### config.mk
export PLATFORM = sky130hd
export DESIGN_NAME = pcl_loader
export DESIGN_NICKNAME = d
export VERILOG_FILES = /design/src/design/pcl_pkg.sv /design/src/design/pcl_sync.sv /design/src/design/pcl_loader.sv
export VERILOG_INCLUDE_DIRS = /design/src /design/src/design
export SDC_FILE = /design/constraint.sdc
export NUM_CORES = 1
export LEC_CHECK = 0
export ABC_AREA = 0
export BUFFER_PORTS_ARGS = -buffer_cell sky130_fd_sc_hd__buf_2
export CAP_MARGIN = 20
export CELL_PAD_IN_SITES_DETAIL_PLACEMENT = 0
export CELL_PAD_IN_SITES_GLOBAL_PLACEMENT = 2
export CORE_ASPECT_RATIO = 0.75
export CORE_MARGIN = 2
export CORE_UTILIZATION = 44
export CTS_BUF_LIST = sky130_fd_sc_hd__clkbuf_8
export CTS_CLUSTER_DIAMETER = 80
export DETAILED_ROUTE_END_ITERATION = 7
export PLACE_DENSITY_LB_ADDON = 0.1
export RECOVER_POWER = 25
export SLEW_MARGIN = 20
export SYNTH_ARGS = -nofsm -noshare
export SYNTH_HDL_FRONTEND = slang
export SYNTH_HIERARCHICAL = 1
export SYNTH_SLANG_ARGS = --single-unit
### constraint.sdc
create_clock -name pclk -period 9.9 [get_ports pclk]
set_clock_uncertainty 0.15 [all_clocks]
set_input_delay 0.99 -clock pclk [delete_from_list [all_inputs] [get_ports pclk]]
set_output_delay 0.99 -clock pclk [all_outputs]
set_load 0.05 [all_outputs]
### src/design/pcl_cfg.svh
// Offsets, field positions, reset values and timing counts of the parallel loader
`ifndef PCL_CFG_SVH
`define PCL_CFG_SVH

// Register byte offsets
`define PCL_OFF_CTRL          12'h000
`define PCL_OFF_LEN           12'h004
`define PCL_OFF_STAT          12'h008
`define PCL_OFF_COUNT         12'h00C
`define PCL_OFF_CHECK         12'h010

// Control register fields
`define PCL_CTRL_WIDTH_LSB    0
`define PCL_CTRL_RATIO_LSB    2
`define PCL_CTRL_USRCLK_BIT   6

// Reset values
`define PCL_CTRL_RST          32'h0000_0008
`define PCL_LEN_RST           32'h0000_0400

// Option bit position inside the first image word
`define PCL_OPT_INITDONE_BIT  0

// Data width codes
`define PCL_WIDTH_8           2'h0
`define PCL_WIDTH_16          2'h1

// Clock rate and documented times
`define PCL_CLK_MHZ           200
`define PCL_T_POR_US          100
`define PCL_T_STATUS_MIN_US   268
`define PCL_T_STATUS_MAX_US   1506
`define PCL_T_INIT_OSC_US     175
`define PCL_T_CONFIG_CLOCK_MAX_NS     10
`define PCL_USR_INIT_PERIODS  8576

// Derived cycle counts (least times round up)
`define PCL_POR_CYC        (`PCL_T_POR_US * `PCL_CLK_MHZ)
`define PCL_STATUS_MIN_CYC (`PCL_T_STATUS_MIN_US * `PCL_CLK_MHZ)
`define PCL_STATUS_MAX_CYC (`PCL_T_STATUS_MAX_US * `PCL_CLK_MHZ)
`define PCL_INIT_OSC_CYC   (`PCL_T_INIT_OSC_US * `PCL_CLK_MHZ)
`define PCL_USR_WAIT_CYC   ((4 * `PCL_T_CONFIG_CLOCK_MAX_NS * `PCL_CLK_MHZ + 999) / 1000)

`endif

### src/design/pcl_pkg.sv
// Types shared by the parallel configuration loader
package pcl_pkg;
   typedef enum logic [3:0] {
      PCL_POR, PCL_RESET, PCL_STATUS_HOLD, PCL_LOAD,
      PCL_DONE_WAIT, PCL_INIT, PCL_USER, PCL_ERROR
   } pcl_state_e;
   typedef logic [31:0] pcl_word_t;
   typedef logic [11:0] pcl_addr_t;
endpackage

### src/design/pcl_sync.sv
// Two-flop synchroniser with edge detection on the settled level
`timescale 1ns/10ps
module pcl_sync #(
   parameter int               WIDTH     = 1,
   parameter logic [WIDTH-1:0] RESET_VAL = '0
) (
   // Clock and reset
   input  wire logic             pclk,
   input  wire logic             presetn,
   // Asynchronous inputs
   input  wire logic [WIDTH-1:0] d_in,
   // Settled level and edges
   output logic      [WIDTH-1:0] q_out,
   output logic      [WIDTH-1:0] rise,
   output logic      [WIDTH-1:0] fall
);
   logic [WIDTH-1:0] meta_reg;  // First flop, read only by second
   logic [WIDTH-1:0] sync_reg;  // Settled level
   logic [WIDTH-1:0] last_reg;  // Previous settled level

   if (WIDTH < 1) begin : g_bad_width
      $error("pcl_sync width must be at least one");
   end

   // Two-flop chain
   always_ff @(posedge pclk or negedge presetn) begin
      if (!presetn) begin
         meta_reg <= RESET_VAL;
         sync_reg <= RESET_VAL;
      end else begin
         meta_reg <= d_in;
         sync_reg <= meta_reg;
      end
   end

   // Delayed copy for edge finding
   always_ff @(posedge pclk or negedge presetn) begin
      if (!presetn) begin
         last_reg <= RESET_VAL;
      end else begin
         last_reg <= sync_reg;
      end
   end

   assign q_out = sync_reg;
   assign rise  = sync_reg & ~last_reg;
   assign fall  = ~sync_reg & last_reg;
endmodule // pcl_sync

### src/design/pcl_loader.sv
// Parallel configuration loader, ratio above one, with APB control
//
// The address map and the APB register port were left to the implementer.
`timescale 1ns/10ps
`include "pcl_cfg.svh"

module pcl_loader #(
   parameter int POR_CYCLES        = `PCL_POR_CYC,
   parameter int STATUS_MIN_CYCLES = `PCL_STATUS_MIN_CYC,
   parameter int STATUS_MAX_CYCLES = `PCL_STATUS_MAX_CYC,
   parameter int INIT_OSC_CYCLES   = `PCL_INIT_OSC_CYC,
   parameter int USR_INIT_EDGES    = `PCL_USR_INIT_PERIODS
) (
   // Clock and reset
   input  wire logic               pclk,
   input  wire logic               presetn,
   // APB slave
   input  wire logic               psel,
   input  wire logic               penable,
   input  wire logic               pwrite,
   input  wire pcl_pkg::pcl_addr_t paddr,
   input  wire pcl_pkg::pcl_word_t pwdata,
   output pcl_pkg::pcl_word_t      prdata,
   output logic                    pready,
   output logic                    pslverr,
   // Configuration handshake pins
   input  wire logic               config_request_n,
   input  wire logic               config_status_n_i,
   output logic                    config_status_n_o,
   output logic                    config_status_n_oe,
   output logic                    load_complete,
   // Configuration data pins
   input  wire logic               config_clock,
   input  wire pcl_pkg::pcl_word_t config_data,
   // Initialisation
   input  wire logic               init_user_clock,
   output logic                    init_done_n,
   output logic                    user_mode
);
   import pcl_pkg::*;

   // Cycle limits at counter width
   localparam logic [31:0] L_POR  = 32'(POR_CYCLES);
   localparam logic [31:0] L_SMIN = 32'(STATUS_MIN_CYCLES);
   localparam logic [31:0] L_SMAX = 32'(STATUS_MAX_CYCLES);
   localparam logic [31:0] L_OSC  = 32'(INIT_OSC_CYCLES);
   localparam logic [31:0] L_UW   = 32'(`PCL_USR_WAIT_CYC);
   localparam logic [13:0] L_UEND = 14'(USR_INIT_EDGES - 1);

   // Parameter sanity
   if (POR_CYCLES < 1 || STATUS_MIN_CYCLES < 1 || INIT_OSC_CYCLES < 1 ||
       STATUS_MAX_CYCLES < STATUS_MIN_CYCLES || USR_INIT_EDGES < 1 ||
       USR_INIT_EDGES > 16384) begin : g_bad_param
      $error("pcl_loader parameters out of range");
   end

   // Decode the ratio field; values below two are lifted to two
   function automatic logic [3:0] ratio_of(input pcl_word_t c);
      logic [3:0] r;
      r = c[`PCL_CTRL_RATIO_LSB +: 4];
      return (r < 4'h2) ? 4'h2 : r;
   endfunction

   // Mask a bus word to the selected width
   function automatic pcl_word_t mask_of(input pcl_word_t c, input pcl_word_t d);
      logic [1:0] w;
      w = c[`PCL_CTRL_WIDTH_LSB +: 2];
      if (w == `PCL_WIDTH_8) begin
         return {24'h00_0000, d[7:0]};
      end else if (w == `PCL_WIDTH_16) begin
         return {16'h0000, d[15:0]};
      end
      return d;
   endfunction

   // Synchronised pins
   logic [3:0]  pin_q;         // Settled levels
   logic [3:0]  pin_rise;      // Rising edges
   logic [3:0]  pin_fall;      // Falling edges
   pcl_word_t   data_q;        // Settled data bus
   logic        req_s;         // Request level
   logic        stat_in_s;     // Status line level
   logic        clk_rise;      // Config clock rising
   logic        clk_fall;      // Config clock falling
   logic        usr_rise;      // User init clock rising

   // Control state
   pcl_state_e  state_reg;     // Current state
   pcl_state_e  state_next;    // Next state
   logic [31:0] cnt_reg;       // Cycles in present phase
   logic [3:0]  phase_reg;     // Edge phase inside a word
   logic [1:0]  fall_cnt_reg;  // Falling edges after load
   logic [13:0] usr_cnt_reg;   // User clock periods counted
   pcl_word_t   word_cnt_reg;  // Words accepted
   pcl_word_t   chk_reg;       // Running check of image
   logic        opt_reg;       // Init-done option loaded
   logic        err_reg;       // Image error seen
   logic        accept;        // Word taken this cycle
   pcl_word_t   word_in;       // Masked incoming word

   // Software registers
   pcl_word_t   ctrl_reg;      // Width, ratio, init clock choice
   pcl_word_t   len_reg;       // Image length in words
   logic        usr_sel;       // Use the user init clock

   // Pin order: user clock, config clock, status, request
   pcl_sync #(
      .WIDTH     (4),
      .RESET_VAL (4'b0011)
   ) u_pin_sync (
      .pclk    (pclk),
      .presetn (presetn),
      .d_in    ({init_user_clock, config_clock, config_status_n_i, config_request_n}),
      .q_out   (pin_q),
      .rise    (pin_rise),
      .fall    (pin_fall)
   );

   // Data bus; edges unused
   pcl_sync #(
      .WIDTH     (32),
      .RESET_VAL (32'h0000_0000)
   ) u_data_sync (
      .pclk    (pclk),
      .presetn (presetn),
      .d_in    (config_data),
      .q_out   (data_q),
      .rise    (),
      .fall    ()
   );

   assign req_s     = pin_q[0];
   assign stat_in_s = pin_q[1];
   assign clk_rise  = pin_rise[2];
   assign clk_fall  = pin_fall[2];
   assign usr_rise  = pin_rise[3];
   assign usr_sel   = ctrl_reg[`PCL_CTRL_USRCLK_BIT];
   assign word_in   = mask_of(ctrl_reg, data_q);
   // Clock and data share the same sync depth, so the word seen is the edge's
   assign accept    = (state_reg == PCL_LOAD) && clk_rise && stat_in_s &&
                      (phase_reg == 4'h0);

   // Next state
   always_comb begin
      state_next = state_reg;
      unique case (state_reg)
         PCL_POR: begin
            if (cnt_reg >= L_POR - 32'h0000_0001) begin
               state_next = PCL_LOAD;
            end
         end
         PCL_RESET: begin
            if (req_s) begin
               state_next = PCL_STATUS_HOLD;
            end
         end
         PCL_STATUS_HOLD: begin
            // Release after the least pulse; the host may still hold it
            if (cnt_reg >= L_SMIN - 32'h0000_0001) begin
               state_next = PCL_LOAD;
            end
         end
         PCL_LOAD: begin
            if (accept && (word_cnt_reg + 32'h0000_0001 == len_reg)) begin
               // Image good only if the check folds to zero
               state_next = ((chk_reg ^ word_in) == 32'h0000_0000) ?
                            PCL_DONE_WAIT : PCL_ERROR;
            end
         end
         PCL_DONE_WAIT: begin
            if (clk_fall && fall_cnt_reg == 2'h1) begin
               state_next = PCL_INIT;
            end
         end
         PCL_INIT: begin
            if (usr_sel) begin
               if (usr_rise && usr_cnt_reg == L_UEND && cnt_reg >= L_UW) begin
                  state_next = PCL_USER;
               end
            end else if (cnt_reg >= L_OSC - 32'h0000_0001) begin
               state_next = PCL_USER;
            end
         end
         PCL_USER: begin
            state_next = PCL_USER;
         end
         PCL_ERROR: begin
            state_next = PCL_ERROR;
         end
      endcase
      // Request low wins over all but power-on
      if (!req_s && state_reg != PCL_POR) begin
         state_next = PCL_RESET;
      end
   end

   // State register
   always_ff @(posedge pclk or negedge presetn) begin
      if (!presetn) begin
         state_reg <= PCL_POR;
      end else begin
         state_reg <= state_next;
      end
   end

   // Phase counter; keeps running from load-complete into init
   always_ff @(posedge pclk or negedge presetn) begin
      if (!presetn) begin
         cnt_reg <= 32'h0000_0000;
      end else if (state_next != state_reg && state_reg != PCL_DONE_WAIT) begin
         cnt_reg <= 32'h0000_0000;
      end else begin
         cnt_reg <= cnt_reg + 32'h0000_0001;
      end
   end

   // Edge phase; intervening edges are counted but take no word
   always_ff @(posedge pclk or negedge presetn) begin
      if (!presetn) begin
         phase_reg <= 4'h0;
      end else if (state_reg != PCL_LOAD) begin
         phase_reg <= 4'h0;
      end else if (clk_rise && stat_in_s) begin
         phase_reg <= (phase_reg == ratio_of(ctrl_reg) - 4'h1) ?
                      4'h0 : phase_reg + 4'h1;
      end
   end

   // Word count, check and option capture
   always_ff @(posedge pclk or negedge presetn) begin
      if (!presetn) begin
         word_cnt_reg <= 32'h0000_0000;
         chk_reg      <= 32'h0000_0000;
         opt_reg      <= 1'b0;
      end else if (state_reg == PCL_RESET) begin
         word_cnt_reg <= 32'h0000_0000;
         chk_reg      <= 32'h0000_0000;
         opt_reg      <= 1'b0;
      end else if (accept) begin
         word_cnt_reg <= word_cnt_reg + 32'h0000_0001;
         chk_reg      <= chk_reg ^ word_in;
         if (word_cnt_reg == 32'h0000_0000) begin
            opt_reg <= word_in[`PCL_OPT_INITDONE_BIT];
         end
      end
   end

   // Falling edges after load-complete and user clock periods
   always_ff @(posedge pclk or negedge presetn) begin
      if (!presetn) begin
         fall_cnt_reg <= 2'h0;
         usr_cnt_reg  <= 14'h0000;
      end else if (state_reg != PCL_DONE_WAIT && state_reg != PCL_INIT) begin
         fall_cnt_reg <= 2'h0;
         usr_cnt_reg  <= 14'h0000;
      end else begin
         if (state_reg == PCL_DONE_WAIT && clk_fall) begin
            fall_cnt_reg <= fall_cnt_reg + 2'h1;
         end
         // User clock is only heeded after the enable delay
         if (state_reg == PCL_INIT && usr_sel && usr_rise && cnt_reg >= L_UW) begin
            usr_cnt_reg <= usr_cnt_reg + 14'h0001;
         end
      end
   end

   // Error flag; a new request clears it, entry into error wins
   always_ff @(posedge pclk or negedge presetn) begin
      if (!presetn) begin
         err_reg <= 1'b0;
      end else if (state_next == PCL_ERROR) begin
         err_reg <= 1'b1;
      end else if (state_reg == PCL_RESET) begin
         err_reg <= 1'b0;
      end
   end

   // Pin outputs, registered from the next state
   always_ff @(posedge pclk or negedge presetn) begin
      if (!presetn) begin
         config_status_n_o  <= 1'b0;
         config_status_n_oe <= 1'b1;
         load_complete      <= 1'b0;
         init_done_n        <= 1'b1;
         user_mode          <= 1'b0;
      end else begin
         config_status_n_o  <= 1'b0;  // Open drain: drive low only
         config_status_n_oe <= (state_next == PCL_POR) || (state_next == PCL_RESET) ||
                               (state_next == PCL_STATUS_HOLD) ||
                               (state_next == PCL_ERROR);
         load_complete      <= (state_next == PCL_DONE_WAIT) ||
                               (state_next == PCL_INIT) ||
                               (state_next == PCL_USER);
         init_done_n        <= !(opt_reg && state_next != PCL_USER &&
                                 state_next != PCL_RESET);
         user_mode          <= (state_next == PCL_USER);
      end
   end

   // APB: one wait state, answer in the cycle after setup's access
   always_ff @(posedge pclk or negedge presetn) begin
      if (!presetn) begin
         pready  <= 1'b0;
         pslverr <= 1'b0;
         prdata  <= 32'h0000_0000;
      end else if (psel && penable && !pready) begin
         pready  <= 1'b1;
         pslverr <= 1'b0;
         prdata  <= 32'h0000_0000;
         unique case (paddr)
            `PCL_OFF_CTRL:  prdata <= ctrl_reg;
            `PCL_OFF_LEN:   prdata <= len_reg;
            `PCL_OFF_STAT:  prdata <= {22'h00_0000, state_reg, err_reg, opt_reg,
                                       user_mode, load_complete,
                                       !config_status_n_oe, stat_in_s};
            `PCL_OFF_COUNT: prdata <= word_cnt_reg;
            `PCL_OFF_CHECK: prdata <= chk_reg;
            default:        pslverr <= 1'b1;  // Unmapped address
         endcase
      end else begin
         pready  <= 1'b0;
         pslverr <= 1'b0;
      end
   end

   // Writable registers take effect at the completing edge
   always_ff @(posedge pclk or negedge presetn) begin
      if (!presetn) begin
         ctrl_reg <= `PCL_CTRL_RST;
         len_reg  <= `PCL_LEN_RST;
      end else if (psel && penable && pready && pwrite) begin
         if (paddr == `PCL_OFF_CTRL) begin
            ctrl_reg <= {25'h000_0000, pwdata[6:0]};
         end
         if (paddr == `PCL_OFF_LEN) begin
            // Zero length would never complete; held at one
            len_reg <= (pwdata == 32'h0000_0000) ? 32'h0000_0001 : pwdata;
         end
      end
   end
endmodule // pcl_loader

======== Word-level counts from Yosys, hierarchy flattened ========
Cells that the tools add are included.
W data, S select, Z words.
operators by class
  add/subtract/negate cells ............... 6
  magnitude comparators ................... 5
  equality and inequality tests ........... 28
  mux-type cells .......................... 39
  bitwise logic cells ..................... 5
  reduce and logical (&&, ||, !) cells .... 49
operators by type and width
  cell                     count
  $mux W32                 9
  $pmux W32 S5             1
  $logic_not A32 Y1        3
  $add A32 B1 Y32 const B  2
  $ge A32 B16 Y1 const B   2
  $mux W4                  13
  $eq A32 B32 Y1           1
  $eq A4 B3 Y1 const B     8
  $ge A32 B15 Y1 const B   1
  $ge A32 B4 Y1 const B    1
  $pmux W4 S8              1
  $xor A32 B32 Y32         1
  $mux W14                 2
  $eq A12 B4 Y1 const B    2
  $logic_and A1 B1 Y1      21
  $add A14 B1 Y14 const B  1
  $eq A14 B14 Y1 const B   1
  $eq A12 B3 Y1 const B    1
  $eq A12 B5 Y1 const B    1
  $eq A4 B2 Y1 const B     3
  $logic_not A12 Y1        1
  $logic_not A4 Y1         3
  $ne A4 B3 Y1 const B     3
  $reduce_bool A2 Y1       6
  22 further kinds         44
word-level totals
  bits in registers ....................... 275

======== Depth between registers and ports, before layout ========
  word-level depth ........................ 14
  depth in mapped cells ................... 14
  depth with buffers taken out ............ 12

======== Hierarchy ========
Netlist, hierarchy kept.
modules (own cells, without submodules)
  module                   instances  cells each  area each (µm²)
  pcl_loader               1          1309        11688.7
  pcl_sync at u_data_sync  1          160         2962.8
  pcl_sync at u_pin_sync   1          20          377.9

======== Worst setup path after synthesis ========
OpenSTA, ideal clock, no wires.
  path type ............................... input -> register
  start point ............................. input paddr[7]
  end point ............................... register len_reg[11]
  setup time .............................. 125 ps
  arrival time ............................ 3080 ps
  setup slack ............................. 6545 ps
  stages on the path ...................... 7
  path buffers ............................ 1
  cells stage by stage .................... nor4_1 > nand3_1 > nor4b_1 > inv_1 > nor2_1 > clkbuf_1 > mux2_2
on the way
  longest elaborated chain between the ends .. 2
RTL lines
  what                         line               text
  from (decl)                  pcl_loader.sv:21   input wire pcl_pkg::pcl_addr_t paddr,
  $eq A12 B3 Y1                --
  $reduce_and A2 Y1 (no line)  --
  to (signal assigned)         pcl_loader.sv:330  len_reg <= `PCL_LEN_RST;
  to (signal assigned)         pcl_loader.sv:337  len_reg <= (pwdata == 32'h0000_0000) ? 32'h0000_0001 : pwdata;
  to (decl)                    pcl_loader.sv:103  pcl_word_t len_reg;
No other way between the ends.
A chain may end at the register's enable or synchronous reset.

==> out/summary.txt <==
antenna violations before repair: 0
Initial DRC Count: 1223
IR drop worst, VDD: 0.0001003 V
Bufs and invs on worst path: 1
status: finished, violations left
total chip power: 2.273 mW
Clock Latency Late Sink: 0.60 ns
Post-Place Worst Slack: 5.630 ns
crit path cell chain: clkbuf_1
hold_buf cts: 0
Final HPWL DP: 29280 microns
root cell of the clock tree: clkbuf_8
routed vias/inst: 5.855
routed via count: 11240
Worst Hold Class: reg2reg
antenna viol nets, final: 0
Slew Limit Fails: 98
core area: 30280 sq um
Buffers on Ports: 122
Crit Path Class: in2async
Hold Vio Cnt, Final: 0
violated checks: design-rule violations, max-capacitance violations, max-slew violations
pwr dens: 147.3 nW/um^2
clock sinks: 273
largest net degree at the start of global routing: 178
share of layout cells above drive strength 1: 18.74%
setup ws final: 4.291 ns
sw power: 0.5584 mW
Worst-Margin Slew: 5.469 ns
io pins: 124
post-placement cell count: 1837
Logic pwr share: 3.7%
CTS tree: yes
vias in the first global route: 10420
Syn Inst Count: 1386
number of max-cap violations: 1
unrepaired setup endpoints after global routing: false
share of power burned in registers: 50.8%
CTS clk-pin slew, worst paths: 0.06 ns
hold slack final: 0.1964 ns
die area: 32280 sq um
slowest CP cell: clkbuf_1
GP Congestion: 0.8938
NumNets Final: 1580
DRT Pass-1 Iters: 8
Clock power frac: 45.5%
DR WL/cell: 21.52 microns
htree depth: 2
fin area: 15430 sq um
area of placed instances: 14480 sq um
Crit. End Element: async pin
first-pass GRT wire length: 63510 microns
Max-slew headroom: -264.6%
all-layer global routing usage: 25.90%
Ys Warns: 6
antenna fix cells: 0
Internal: 1.715 mW
setup TNS: 0 ns
Initial Util: 44.82%
CP max FO: 97
syn_area_per_cell: 9.792 sq um
Layout area overhead: 13.67%
DRC viols: 18
net count after synthesis: 1480
die height: 156.1 microns
Tcrit/Tclk final: 56.66%
Worst Setup Start Kind: primary input
CTS max path bufs: 3
Max Fclk: 0.1783 GHz
CP required: 9.13 ns
post-layout util: 50.95%
fin crit period: 5.609 ns
post-detailed-routing wire length: 41320 microns
final setup fails: 0
Net Sw Frac: 24.57%
Die Span X: 206.8 microns
Filler Cells Inserted: 2873
Num CTS Buffers: 46
Lkg Pwr: 6.765 nW
setup bufs post-CTS: 0
gr ovfl total: 0
# resized after CTS: 0
fin cells: 1920
Worst EP arrival: 4.83 ns
Site Rows: 55
CP top delay family: buffers and inverters
mapped cell area: 13570 sq um
critical path's largest stage delay: 3.75 ns
-- worst paths after layout --
kind	start	endpoint	slack, ns	cells past startpoint
min in group asynchronous	presetn	cnt_reg[27]	2.23	1
min reg2reg	u_data_sync/meta_reg[4]	u_data_sync/q_out[4]	0.20	0
max reg2reg	word_cnt_reg[7]	cnt_reg[16]	5.55	11
min	u_data_sync/meta_reg[4]	u_data_sync/q_out[4]	0.20	0
max in group pclk	word_cnt_reg[7]	cnt_reg[16]	5.55	11
max	presetn	word_cnt_reg[30]	4.29	1
-- area by class of cell --
type | instances | area (sq um) | share of cell area (%)
flip-flops and latches | 273 | 6842 | 44.35
inverters | 28 | 105.1 | 0.6813
multi-input cells | 1002 | 6312 | 40.92
well taps | 399 | 499.2 | 3.236
clock buffers | 61 | 839.6 | 5.442
clock inverters | 22 | 111.4 | 0.7218
repair buffers | 135 | 718.2 | 4.655
-- worst register-to-register path, stage by stage (launching register included) --
cell and delay (ns):
dfrtp_1 0.58, nand3_1 0.48, or4_1 0.84, or3_1 0.47
xnor2_1 0.14, nor4_1 0.28, and4_1 0.25, and4_4 0.32
a21oi_4 0.08, o32ai_4 0.11, buf_4 0.40, nor3b_1 0.12
-- power groups by stage --
stage / sequential (mW) / combinational (mW) / clock (mW)
floorplan: 1.18 / 0.0152 / 0
global placement: 1.17 / 0.0863 / 0
detailed placement: 1.17 / 0.0867 / 0
CTS: 1.15 / 0.0870 / 1.06
global route: 1.16 / 0.0934 / 1.12
finish: 1.15 / 0.0842 / 1.03
-- layer usage --
metal | part of all wire, % | up-vias | wire length (microns) | GRT usage [%]
met4 | 2.2 | 0 | 920 | 7.295
met1 | 50 | 5538 | 20500 | 42.52
met2 | 40 | 413 | 16380 | 33.08
met5 | 0 | - | 0 | 0
met3 | 8.5 | 55 | 3515 | 5.806
li1 | - | 5235 | - | -
-- layout by cell type (no fill, tap or decap), types with 7 or more instances in the layout --
| cell type | instances |
|---|---|
| a21oi_1 | 59 |
| a222oi_1 | 32 |
| a22oi_1 | 15 |
| a31oi_1 | 16 |
| and3_1 | 13 |
| and4_1 | 7 |
| buf_2 | 120 |
| buf_4 | 12 |
| clkbuf_8 | 61 |
| dfrtp_1 | 265 |
| dfstp_2 | 8 |
| ha_1 | 9 |
| inv_1 | 41 |
| mux2_2 | 38 |
| nand2_1 | 124 |
| nand3_1 | 45 |
| nand4_1 | 34 |
| nor2_1 | 142 |
| nor2b_1 | 8 |
| nor3_1 | 17 |
| nor4_1 | 34 |
| o21ai_0 | 154 |
| o31ai_1 | 20 |
| xnor2_1 | 60 |
| xor2_1 | 45 |
(Power assumes the default switching activity.)
